[config.mk]
export PLATFORM = sky130hd
export DESIGN_NAME = port_pin_function_mux
export DESIGN_NICKNAME = d
export VERILOG_FILES = /design/src/verilog/pinmux_pkg.sv /design/src/verilog/port_pin_function_mux.sv
export SDC_FILE = /design/constraint.sdc
export NUM_CORES = 1
export LEC_CHECK = 0
export BUFFER_PORTS_ARGS = -buffer_cell sky130_fd_sc_hd__buf_2
export CAP_MARGIN = 20
export CORE_MARGIN = 3
export CORE_UTILIZATION = 54
export CTS_CLUSTER_SIZE = 12
export DETAILED_ROUTE_END_ITERATION = 6
export PLACE_DENSITY_LB_ADDON = 0.2
export SETUP_SLACK_MARGIN = 0.4
export SKIP_CTS_REPAIR_TIMING = 1
export SYNTH_ARGS = -nofsm -noshare
export SYNTH_HDL_FRONTEND = slang
export SYNTH_SLANG_ARGS = --single-unit
export TNS_END_PERCENT = 50
[constraint.sdc]
create_clock -name pclk -period 2 [get_ports pclk]
set_input_delay 0.3 -clock pclk [delete_from_list [all_inputs] [get_ports pclk]]
set_output_delay 0.3 -clock pclk [all_outputs]
set_load 0.03 [all_outputs]
[src/verilog/pinmux_pkg.sv]
// Constants, register map and carrier types for the port pin multiplexer.
// Assumes a single 20 MHz APB clock domain and synchronous pin inputs.
// Function
// - First port: four pins, input or output
// - First port direction set bit by bit
// - Pull-up only on input pins when enabled
// - Control mode: edge-selectable external interrupt inputs
// - One first-port pin feeds CAN clock
// - Second port: five pins, input only
// - Second port bits switch digital or analogue
// - Third port: eight pins, output only
// - Third port carries meter one/two PWM
// - Fourth port: per-bit direction and function
// - Fourth port carries serial, timer, LCD signals
// - Fifth port: eight pins, per-bit direction
// - Fifth port LCD segments selected byte-wise
// - Sixth port: output only, meter three/four PWM
// - Seventh port: six pins, capture, clock, UART, sound
// - Two seventh-port pins trigger timer capture
// - Sound generator pins come up as inputs
// - Interrupt pins are inputs after reset
`default_nettype none

package pinmux_pkg;

  // Drive bundle for one port: data and output enable per pin
  typedef struct packed {
    logic [7:0] o;
    logic [7:0] oe;
  } alt_t;

  localparam int         ADDR_W = 12;
  localparam int         REG_N  = 21;
  // Word indexes; byte address is four times the index
  localparam logic [4:0] PA_LATCH = 5'h00;
  localparam logic [4:0] PA_DIR   = 5'h01;
  localparam logic [4:0] PA_CTRL  = 5'h02;
  localparam logic [4:0] PA_PULL  = 5'h03;
  localparam logic [4:0] PA_EDGE  = 5'h04;
  localparam logic [4:0] PB_ANA   = 5'h05;
  localparam logic [4:0] PC_LATCH = 5'h06;
  localparam logic [4:0] PC_OFF   = 5'h07;
  localparam logic [4:0] PC_CTRL  = 5'h08;
  localparam logic [4:0] PD_LATCH = 5'h09;
  localparam logic [4:0] PD_DIR   = 5'h0a;
  localparam logic [4:0] PD_CTRL  = 5'h0b;
  localparam logic [4:0] PE_LATCH = 5'h0c;
  localparam logic [4:0] PE_DIR   = 5'h0d;
  localparam logic [4:0] PE_CTRL  = 5'h0e;
  localparam logic [4:0] PF_LATCH = 5'h0f;
  localparam logic [4:0] PF_OFF   = 5'h10;
  localparam logic [4:0] PF_CTRL  = 5'h11;
  localparam logic [4:0] PG_LATCH = 5'h12;
  localparam logic [4:0] PG_DIR   = 5'h13;
  localparam logic [4:0] PG_CTRL  = 5'h14;
  localparam logic [4:0] PIN_ABD  = 5'h15;
  localparam logic [4:0] PIN_EG   = 5'h16;

  // Implemented bits per register; the rest read zero
  localparam logic [7:0] REG_MASK [REG_N] = '{
    8'h0f, 8'h0f, 8'h0f, 8'h0f, 8'h3f, 8'h1f, 8'hff, 8'hff, 8'hff,
    8'h0f, 8'h0f, 8'h0f, 8'hff, 8'hff, 8'h01, 8'hff, 8'hff, 8'hff,
    8'h3f, 8'h3f, 8'h3f};
  // Directions and drive-off bits reset to one: nothing drives
  localparam logic [7:0] REG_RST [REG_N] = '{
    8'h00, 8'h0f, 8'h00, 8'h00, 8'h00, 8'h00, 8'h00, 8'hff, 8'h00,
    8'h00, 8'h0f, 8'h00, 8'h00, 8'hff, 8'h00, 8'h00, 8'hff, 8'h00,
    8'h00, 8'h3f, 8'h00};

  // Field positions inside PA_EDGE
  localparam int EDGE_RISE_LSB = 0;
  localparam int EDGE_FALL_LSB = 3;
  // Port bit assignments of single-pin functions
  localparam int PA_CAN_BIT  = 3;
  localparam int PD_TMR_BIT  = 0;
  localparam int PD_SCK_BIT  = 1;
  localparam int PD_SI_BIT   = 3;
  localparam int PG_RX_BIT   = 2;
  localparam int PG_CAPA_BIT = 4;
  localparam int PG_CAPB_BIT = 5;

endpackage

`default_nettype wire

[src/verilog/port_pin_function_mux.sv]
// Port and pin-function multiplexer for seven general ports, APB slave.
// Assumes pins arrive synchronous to pclk; pad wires are resolved outside.
`default_nettype none

module port_pin_function_mux (
  input  wire  logic                                pclk,            // System clock
  input  wire  logic                                presetn,         // Async reset, low
  input  wire  logic                                psel,            // APB select
  input  wire  logic                                penable,         // APB access phase
  input  wire  logic                                pwrite,          // APB write
  input  wire  logic [pinmux_pkg::ADDR_W-1:0]       paddr,           // APB byte address
  input  wire  logic [31:0]                         pwdata,          // APB write data
  output logic       [31:0]                         prdata,          // APB read data
  output logic                                      pready,          // APB ready
  output logic                                      pslverr,         // APB error
  input  wire  logic [3:0]                          pa_in,           // Port a pin levels
  output logic       [3:0]                          pa_out,          // Port a pin data
  output logic       [3:0]                          pa_oe,           // Port a drive enable
  output logic       [3:0]                          pa_pullup,       // Port a pull-up on
  input  wire  logic [4:0]                          pb_in,           // Port b pin levels
  output logic       [4:0]                          adc_in_sel,      // Port b analogue select
  output logic       [7:0]                          pc_out,          // Port c pin data
  output logic       [7:0]                          pc_oe,           // Port c drive enable
  input  wire  logic [3:0]                          pd_in,           // Port d pin levels
  output logic       [3:0]                          pd_out,          // Port d pin data
  output logic       [3:0]                          pd_oe,           // Port d drive enable
  input  wire  logic [7:0]                          pe_in,           // Port e pin levels
  output logic       [7:0]                          pe_out,          // Port e pin data
  output logic       [7:0]                          pe_oe,           // Port e drive enable
  output logic       [7:0]                          pf_out,          // Port f pin data
  output logic       [7:0]                          pf_oe,           // Port f drive enable
  input  wire  logic [5:0]                          pg_in,           // Port g pin levels
  output logic       [5:0]                          pg_out,          // Port g pin data
  output logic       [5:0]                          pg_oe,           // Port g drive enable
  input  wire  logic [7:0]                          meter12_pwm,     // Meter 1 (3:0), 2 (7:4)
  input  wire  logic [7:0]                          meter34_pwm,     // Meter 3 (3:0), 4 (7:4)
  input  wire  pinmux_pkg::alt_t                    pd_alt,          // Serial/timer/LCD drive
  input  wire  logic [7:0]                          lcd_segment_zero,// LCD segments 0 to 7
  input  wire  pinmux_pkg::alt_t                    pg_alt,          // Sound/clock/UART drive
  output logic       [2:0]                          ext_irq,         // Interrupt edge pulses
  output logic                                      can_ext_clock_in,// CAN clock from pin
  output logic                                      tmr8_a_count_in, // Timer count clock
  output logic                                      csi_a_clock_in,  // Serial clock in
  output logic                                      csi_a_data_in,   // Serial data in
  output logic                                      async_rx_in,     // UART receive data
  output logic                                      cap_trigger_a,   // Capture trigger a
  output logic                                      cap_trigger_b    // Capture trigger b
);

  logic [7:0]              cfg [pinmux_pkg::REG_N];
  logic [3:0]              pa_prev;
  logic [4:0]              idx;
  logic                    hit;
  logic                    setup_done;
  logic                    done;
  logic [31:0]             next_prdata;
  logic                    next_err;
  logic [4:0]              pb_digital;
  pinmux_pkg::alt_t        next_a;
  pinmux_pkg::alt_t        next_c;
  pinmux_pkg::alt_t        next_d;
  pinmux_pkg::alt_t        next_e;
  pinmux_pkg::alt_t        next_f;
  pinmux_pkg::alt_t        next_g;
  logic [2:0]              next_irq;
  logic [2:0]              rise_seen;
  logic [2:0]              fall_seen;

  // Per-pin selection shared by every port except b
  function automatic pinmux_pkg::alt_t pin_mux(input logic [7:0]        latch,
                                               input logic [7:0]        dir_in,
                                               input logic [7:0]        ctrl,
                                               input pinmux_pkg::alt_t  alt);
    pinmux_pkg::alt_t r;
    r.o  = (ctrl & alt.o) | (~ctrl & latch);
    r.oe = (ctrl & alt.oe) | (~ctrl & ~dir_in);
    return r;
  endfunction

  // Address decode; upper address bits must be zero
  assign idx        = paddr[6:2];
  assign hit        = (paddr[pinmux_pkg::ADDR_W-1:7] == '0) && (paddr[1:0] == 2'h0);
  assign setup_done = psel & penable & ~pready;
  assign done       = psel & penable & pready;

  // Analogue-selected bits read back as zero on the digital side
  assign pb_digital = pb_in & ~cfg[pinmux_pkg::PB_ANA][4:0];

  // Read data and error, captured one cycle into the access phase
  always_comb begin
    next_prdata = 32'h0000_0000;
    next_err    = 1'b0;
    if (!hit) begin
      next_err = 1'b1;
    end else if (idx < 5'(pinmux_pkg::REG_N)) begin
      next_prdata = {24'h00_0000, cfg[idx]};
    end else if (idx == pinmux_pkg::PIN_ABD) begin
      next_prdata = {19'h0_0000, pd_in, pb_digital, pa_in};
    end else if (idx == pinmux_pkg::PIN_EG) begin
      next_prdata = {18'h0_0000, pg_in, pe_in};
    end else begin
      next_err = 1'b1;
    end
  end

  // One wait state: pready rises in the second access cycle
  always_ff @(posedge pclk or negedge presetn) begin
    if (!presetn) begin
      pready <= 1'b0;
    end else begin
      pready <= setup_done;
    end
  end

  // Read data and error stand only while pready is high
  always_ff @(posedge pclk or negedge presetn) begin
    if (!presetn) begin
      prdata  <= 32'h0000_0000;
      pslverr <= 1'b0;
    end else begin
      if (setup_done) begin
        prdata  <= pwrite ? 32'h0000_0000 : next_prdata;
        pslverr <= next_err;
      end else begin
        prdata  <= 32'h0000_0000;
        pslverr <= 1'b0;
      end
    end
  end

  // Configuration store; writes land at the completing edge only
  always_ff @(posedge pclk or negedge presetn) begin
    if (!presetn) begin
      for (int i = 0; i < pinmux_pkg::REG_N; i++) begin
        cfg[i] <= pinmux_pkg::REG_RST[i];
      end
    end else if (done && pwrite && hit && idx < 5'(pinmux_pkg::REG_N)) begin
      cfg[idx] <= pwdata[7:0] & pinmux_pkg::REG_MASK[idx];
    end
  end

  // Port a: per-bit direction, interrupt and CAN clock are inputs
  assign next_a = pin_mux({4'h0, cfg[pinmux_pkg::PA_LATCH][3:0]},
                          {4'hf, cfg[pinmux_pkg::PA_DIR][3:0]},
                          {4'h0, cfg[pinmux_pkg::PA_CTRL][3:0]},
                          '{o: 8'h00, oe: 8'h00});

  // Port c: output only, meter 1 and 2 in control mode
  assign next_c = pin_mux(cfg[pinmux_pkg::PC_LATCH], cfg[pinmux_pkg::PC_OFF],
                          cfg[pinmux_pkg::PC_CTRL],
                          '{o: meter12_pwm, oe: 8'hff});

  // Port d: serial, timer, LCD drive supplied per pin by peripherals
  assign next_d = pin_mux({4'h0, cfg[pinmux_pkg::PD_LATCH][3:0]},
                          {4'hf, cfg[pinmux_pkg::PD_DIR][3:0]},
                          {4'h0, cfg[pinmux_pkg::PD_CTRL][3:0]},
                          pd_alt);

  // Port e: LCD segments take the whole byte at once
  assign next_e = pin_mux(cfg[pinmux_pkg::PE_LATCH], cfg[pinmux_pkg::PE_DIR],
                          {8{cfg[pinmux_pkg::PE_CTRL][0]}},
                          '{o: lcd_segment_zero, oe: 8'hff});

  // Port f: output only, meter 3 and 4 in control mode
  assign next_f = pin_mux(cfg[pinmux_pkg::PF_LATCH], cfg[pinmux_pkg::PF_OFF],
                          cfg[pinmux_pkg::PF_CTRL],
                          '{o: meter34_pwm, oe: 8'hff});

  // Port g: sound, clock out, UART, capture pins
  assign next_g = pin_mux({2'h0, cfg[pinmux_pkg::PG_LATCH][5:0]},
                          {2'h3, cfg[pinmux_pkg::PG_DIR][5:0]},
                          {2'h0, cfg[pinmux_pkg::PG_CTRL][5:0]},
                          pg_alt);

  // Edge detector; pins only, port-mode bits never interrupt
  assign rise_seen = pa_in[2:0] & ~pa_prev[2:0];
  assign fall_seen = ~pa_in[2:0] & pa_prev[2:0];
  assign next_irq  = cfg[pinmux_pkg::PA_CTRL][2:0] &
                     ((cfg[pinmux_pkg::PA_EDGE][pinmux_pkg::EDGE_RISE_LSB +: 3] & rise_seen) |
                      (cfg[pinmux_pkg::PA_EDGE][pinmux_pkg::EDGE_FALL_LSB +: 3] & fall_seen));

  // Port a pads; reset leaves every pad undriven
  always_ff @(posedge pclk or negedge presetn) begin
    if (!presetn) begin
      pa_out    <= 4'h0;
      pa_oe     <= 4'h0;
      pa_pullup <= 4'h0;
    end else begin
      pa_out    <= next_a.o[3:0];
      pa_oe     <= next_a.oe[3:0];
      pa_pullup <= cfg[pinmux_pkg::PA_PULL][3:0] & ~next_a.oe[3:0];
    end
  end

  // Port c pads
  always_ff @(posedge pclk or negedge presetn) begin
    if (!presetn) begin
      pc_out <= 8'h00;
      pc_oe  <= 8'h00;
    end else begin
      pc_out <= next_c.o;
      pc_oe  <= next_c.oe;
    end
  end

  // Port d pads; serial direction comes from the peripheral
  always_ff @(posedge pclk or negedge presetn) begin
    if (!presetn) begin
      pd_out <= 4'h0;
      pd_oe  <= 4'h0;
    end else begin
      pd_out <= next_d.o[3:0];
      pd_oe  <= next_d.oe[3:0];
    end
  end

  // Port e pads
  always_ff @(posedge pclk or negedge presetn) begin
    if (!presetn) begin
      pe_out <= 8'h00;
      pe_oe  <= 8'h00;
    end else begin
      pe_out <= next_e.o;
      pe_oe  <= next_e.oe;
    end
  end

  // Port f pads
  always_ff @(posedge pclk or negedge presetn) begin
    if (!presetn) begin
      pf_out <= 8'h00;
      pf_oe  <= 8'h00;
    end else begin
      pf_out <= next_f.o;
      pf_oe  <= next_f.oe;
    end
  end

  // Port g pads; sound pins stay inputs until configured
  always_ff @(posedge pclk or negedge presetn) begin
    if (!presetn) begin
      pg_out <= 6'h00;
      pg_oe  <= 6'h00;
    end else begin
      pg_out <= next_g.o[5:0];
      pg_oe  <= next_g.oe[5:0];
    end
  end

  // Analogue select; port b has no drivers at all
  always_ff @(posedge pclk or negedge presetn) begin
    if (!presetn) begin
      adc_in_sel <= 5'h00;
    end else begin
      adc_in_sel <= cfg[pinmux_pkg::PB_ANA][4:0];
    end
  end

  // Interrupt pulses; edges count only in control mode
  always_ff @(posedge pclk or negedge presetn) begin
    if (!presetn) begin
      pa_prev <= 4'h0;
      ext_irq <= 3'h0;
    end else begin
      pa_prev <= pa_in;
      ext_irq <= next_irq;
    end
  end

  // CAN clock; gating keeps peripherals quiet in port mode
  always_ff @(posedge pclk or negedge presetn) begin
    if (!presetn) begin
      can_ext_clock_in <= 1'b0;
    end else begin
      can_ext_clock_in <= pa_in[pinmux_pkg::PA_CAN_BIT] &
                          cfg[pinmux_pkg::PA_CTRL][pinmux_pkg::PA_CAN_BIT];
    end
  end

  // Timer count clock
  always_ff @(posedge pclk or negedge presetn) begin
    if (!presetn) begin
      tmr8_a_count_in <= 1'b0;
    end else begin
      tmr8_a_count_in <= pd_in[pinmux_pkg::PD_TMR_BIT] &
                         cfg[pinmux_pkg::PD_CTRL][pinmux_pkg::PD_TMR_BIT];
    end
  end

  // Serial clock input
  always_ff @(posedge pclk or negedge presetn) begin
    if (!presetn) begin
      csi_a_clock_in <= 1'b0;
    end else begin
      csi_a_clock_in <= pd_in[pinmux_pkg::PD_SCK_BIT] &
                        cfg[pinmux_pkg::PD_CTRL][pinmux_pkg::PD_SCK_BIT];
    end
  end

  // Serial data input
  always_ff @(posedge pclk or negedge presetn) begin
    if (!presetn) begin
      csi_a_data_in <= 1'b0;
    end else begin
      csi_a_data_in <= pd_in[pinmux_pkg::PD_SI_BIT] &
                       cfg[pinmux_pkg::PD_CTRL][pinmux_pkg::PD_SI_BIT];
    end
  end

  // UART receive data
  always_ff @(posedge pclk or negedge presetn) begin
    if (!presetn) begin
      async_rx_in <= 1'b0;
    end else begin
      async_rx_in <= pg_in[pinmux_pkg::PG_RX_BIT] &
                     cfg[pinmux_pkg::PG_CTRL][pinmux_pkg::PG_RX_BIT];
    end
  end

  // Capture trigger a
  always_ff @(posedge pclk or negedge presetn) begin
    if (!presetn) begin
      cap_trigger_a <= 1'b0;
    end else begin
      cap_trigger_a <= pg_in[pinmux_pkg::PG_CAPA_BIT] &
                       cfg[pinmux_pkg::PG_CTRL][pinmux_pkg::PG_CAPA_BIT];
    end
  end

  // Capture trigger b
  always_ff @(posedge pclk or negedge presetn) begin
    if (!presetn) begin
      cap_trigger_b <= 1'b0;
    end else begin
      cap_trigger_b <= pg_in[pinmux_pkg::PG_CAPB_BIT] &
                       cfg[pinmux_pkg::PG_CTRL][pinmux_pkg::PG_CAPB_BIT];
    end
  end

endmodule

`default_nettype wire

==> flow_summary_export.csv <==
group,metric,value,unit
synth,ys_seq_area_frac,0.595,
synth,syn_area,11900,µm²
drt,via_per_inst,5.48,
cts,cts_max_level,1,
pwr,vdd_drop_max,0.000588,V
job,cap_violations,0,
drt,ant_nets,0,
die,std_cell_rows,53,
synth,post_synth_inst_count,962,
pwr,powerDensity,741,nW/µm²
cts,cts_tree,"done",
finish,area_delta_synth_final,30.3,%
synth,synth_edf_count,0,
die,dieArea,23900,µm²
hold_path,hold_path_class,"in -> reg",
setup_path,worstSetupStartpointType,"register",
die,fp.dieH,155,µm
finish,diodes,0,
cts,clk_latency,530,ps
outcome,violations,"negative hold slack",
timing,setup_viol,0,
pwr,power_leakage,7.39,nW
drt,drc,0,
timing,min_period,1800,ps
outcome,status,"finished, violations left",
synth,async_flop_share,1.00,
die,start_util,0.559,
global_route,gr-max-usage-layer,"met2",
finish,layout.nets,1445,
hold_path,hold_end,"pg_oe[2]",
synth,yosys_most_used_dff,"dfrtp_1",
drt,wl,34.2,mm
setup_path,rr_startpoint,"pready",
global_route,grt_pass1_wl,52.0,mm
die,die_x,155,µm
drt,wl_per_cell,21.2,µm
cts,clockBufferDepth,3,
setup_path,arrival,2210,ps
drt,drt_iter0_drc,650,
place,place_congestion,0.934,
timing,period_share,0.898,
finish,drive_gt1_frac,0.419,
global_route,use_met3,0.0459,
place,placed_cell_area,14300,µm²
cts,cts_buffers,29,
place,dp_hpwl,25.4,mm
timing,rsz0062_at_grt,"true",
hold_path,hold_start,"pg_alt[2]",
synth,ys_seq_elements,282,
drt,dr.pass1.iters,5,
cts,clock-sinks,282,
setup_path,endpoint_kind,"register",
global_route,grt_antenna_before_repair,0,
synth,avgSynthCellArea,12.4,µm²
drt,dr_total_vias,8825,
finish,fin_area,15500,µm²
synth,synth.distinct_cells,61,
hold_path,hold_path_depth,3,
global_route,use_met2,0.460,
setup_path,reg2reg_slack,200,ps
global_route,grt_pass1_vias,8767,
timing,drv_slew,0,
global_route,gr-total-overflow,0,
timing,whs,-18.5,ps
timing,fin_worst_skew,6.91,ps
setup_path,worstRegToRegCells,8,
timing,fmax,557,MHz
global_route,grt_util_met1,0.414,
timing,tightest_slew,625,ps
setup_path,cp_data_required_time,2410,ps
global_route,grt_start_max_net_pins,72,
synth,ys_warn_count,0,
setup_path,r2r_end,"cfg[137]",
timing,slew_headroom,0.583,
setup_path,cp_max_fo,8,
global_route,grt_use_total,0.282,
timing,final-hold-violation-count,4,
die,ios,261,
die,fp.coreArea,21400,µm²
place,port-buffer-count,206,
cts,clkTransAtPathRegs,60,ps
setup_path,crit_type,"reg -> reg",
cts,cts-root-buf,"clkbuf_16",
[per-layer routing]
| metal | vias to the layer above | routed length [µm] |
|---|---|---|
| li1 | 4070 | - |
| met1 | 4392 | 15100 |
| met2 | 320 | 16300 |
| met3 | 43 | 2240 |
| met4 | 0 | 482 |
| met5 | - | 0 |
[registers in the layout, indices dropped and copies added (netlist names), 3 cells and up]
name / flops
cfg: 168
prdata: 14
pc_oe: 8
pc_out: 8
pe_oe: 8
pe_out: 8
pf_oe: 8
pf_out: 8
pg_oe: 6
pg_out: 6
adc_in_sel: 5
pa_oe: 4
pa_out: 4
pa_pullup: 4
pd_oe: 4
pd_out: 4
ext_irq: 3
pa_prev: 3
[synthesized netlist by cell type, types with 2 or more instances]
| library cell | n | share of area |
|---|---|---|
| o21a_1 | 2 | 0.0013 |
| nor2b_1 | 19 | 0.010 |
| a21o_1 | 4 | 0.0025 |
| nand4_2 | 2 | 0.0021 |
| or4b_2 | 4 | 0.0034 |
| buf_2 | 20 | 0.0084 |
| buf_6 | 2 | 0.0019 |
| a22oi_1 | 4 | 0.0025 |
| nand2b_1 | 27 | 0.014 |
| nand3b_1 | 5 | 0.0031 |
| mux2_2 | 75 | 0.071 |
| a211oi_1 | 3 | 0.0019 |
| nand3_1 | 2 | 0.00084 |
| mux4_2 | 13 | 0.025 |
| dfstp_2 | 38 | 0.084 |
| nor4_1 | 3 | 0.0016 |
| o22ai_1 | 26 | 0.014 |
| nand3_4 | 2 | 0.0029 |
| or4bb_1 | 2 | 0.0019 |
| o21ai_0 | 90 | 0.038 |
| or2_2 | 4 | 0.0021 |
| and2_1 | 48 | 0.025 |
| o31ai_1 | 5 | 0.0031 |
| nand4_1 | 4 | 0.0021 |
| a21oi_1 | 14 | 0.0059 |
| and2b_1 | 2 | 0.0013 |
| nand2_1 | 102 | 0.032 |
| nor4_2 | 3 | 0.0031 |
| nor2_4 | 4 | 0.0038 |
| a31oi_1 | 4 | 0.0021 |
| buf_4 | 22 | 0.014 |
| mux2i_1 | 57 | 0.048 |
| nor2_1 | 22 | 0.0069 |
| dfrtp_1 | 244 | 0.51 |
| nand4bb_1 | 2 | 0.0019 |
| a311oi_1 | 5 | 0.0037 |
| nand4_4 | 5 | 0.0089 |
| nand4b_1 | 3 | 0.0022 |
| a22o_1 | 5 | 0.0037 |
| o21ai_1 | 11 | 0.0046 |
| inv_1 | 10 | 0.0031 |
| clkbuf_1 | 24 | 0.0075 |
[critical path, stage by stage (launching register included)]
cell and delay (ps):
dfrtp_1 360, nand4_1 90, buf_4 170, nor3_4 130, buf_4 170, buf_8 140, nand3_4 80, nor2_4 170
mux2_2 360
[worst max-delay path by stage]
stage,end,cells past startpoint,from,slack [ps]
global route,cfg[128],7,pready,140
global placement,prdata[9],8,paddr[8],-350
finish,cfg[137],8,pready,200
CTS,cfg[6],6,pready,-30
detailed placement,prdata[9],8,paddr[8],-350
floorplan,cfg[136],6,paddr[9],-40
[layout by cell type, fill, tap and decap left out, drive strengths merged, types with 5 or more instances in the layout]
cell type	instances
nor2	27
o31ai	5
nand2b	27
a311oi	5
dfrtp	244
nor2b	19
nand2	102
a22o	5
conb	18
nor4	6
dfstp	38
dlygate4sd3	19
mux4	13
o21ai	102
mux2i	57
o22ai	26
mux2	75
buf	354
inv	10
clkbuf	50
and2	48
a21oi	14
nand3b	5
nand4	11
[cells by family after synthesis]
| group | synth area share |
|---|---|
| multiplexers | 0.143 |
| other | 0.000314 |
| buffers and inverters | 0.0364 |
| AND/OR/NAND/NOR | 0.135 |
| flip-flops | 0.595 |
| AO/OA/AOI/OAI | 0.0895 |
[through the flow]
step / cells / TNS (ps) / power [mW] / worst slack [ps] / util
final: 1610 / 0 / 11.5 / 204 / 0.728
after detailed placement: 1531 / -23170 / 6.57 / -346 / 0.671
after global routing: 1610 / 0 / 11.9 / 143 / 0.728
after CTS: 1584 / -204 / 11.5 / -27.8 / 0.712
after floorplan: 979 / -196 / 6.15 / -35.3 / -
after global placement: 1531 / -22720 / 6.57 / -349 / 0.671
[layout make-up]
cell class / instances / area (µm²)
Sequential cell: 282 / 7100
Clock buffer: 50 / 865
Multi-Input combinational cell: 617 / 4630
Timing Repair Buffer: 373 / 2550
Fill cell: 1506 / 5810
Inverter: 10 / 37.5
Tap cell: 275 / 344
Clock inverter: 3 / 15.0
[power breakdown]
group | switching (mW) | internal (mW)
clock network | 2.10 | 2.90
logic | 0.487 | 0.310
registers | 0.00340 | 5.72
No activity file was read; power rests on OpenSTA's default activity.
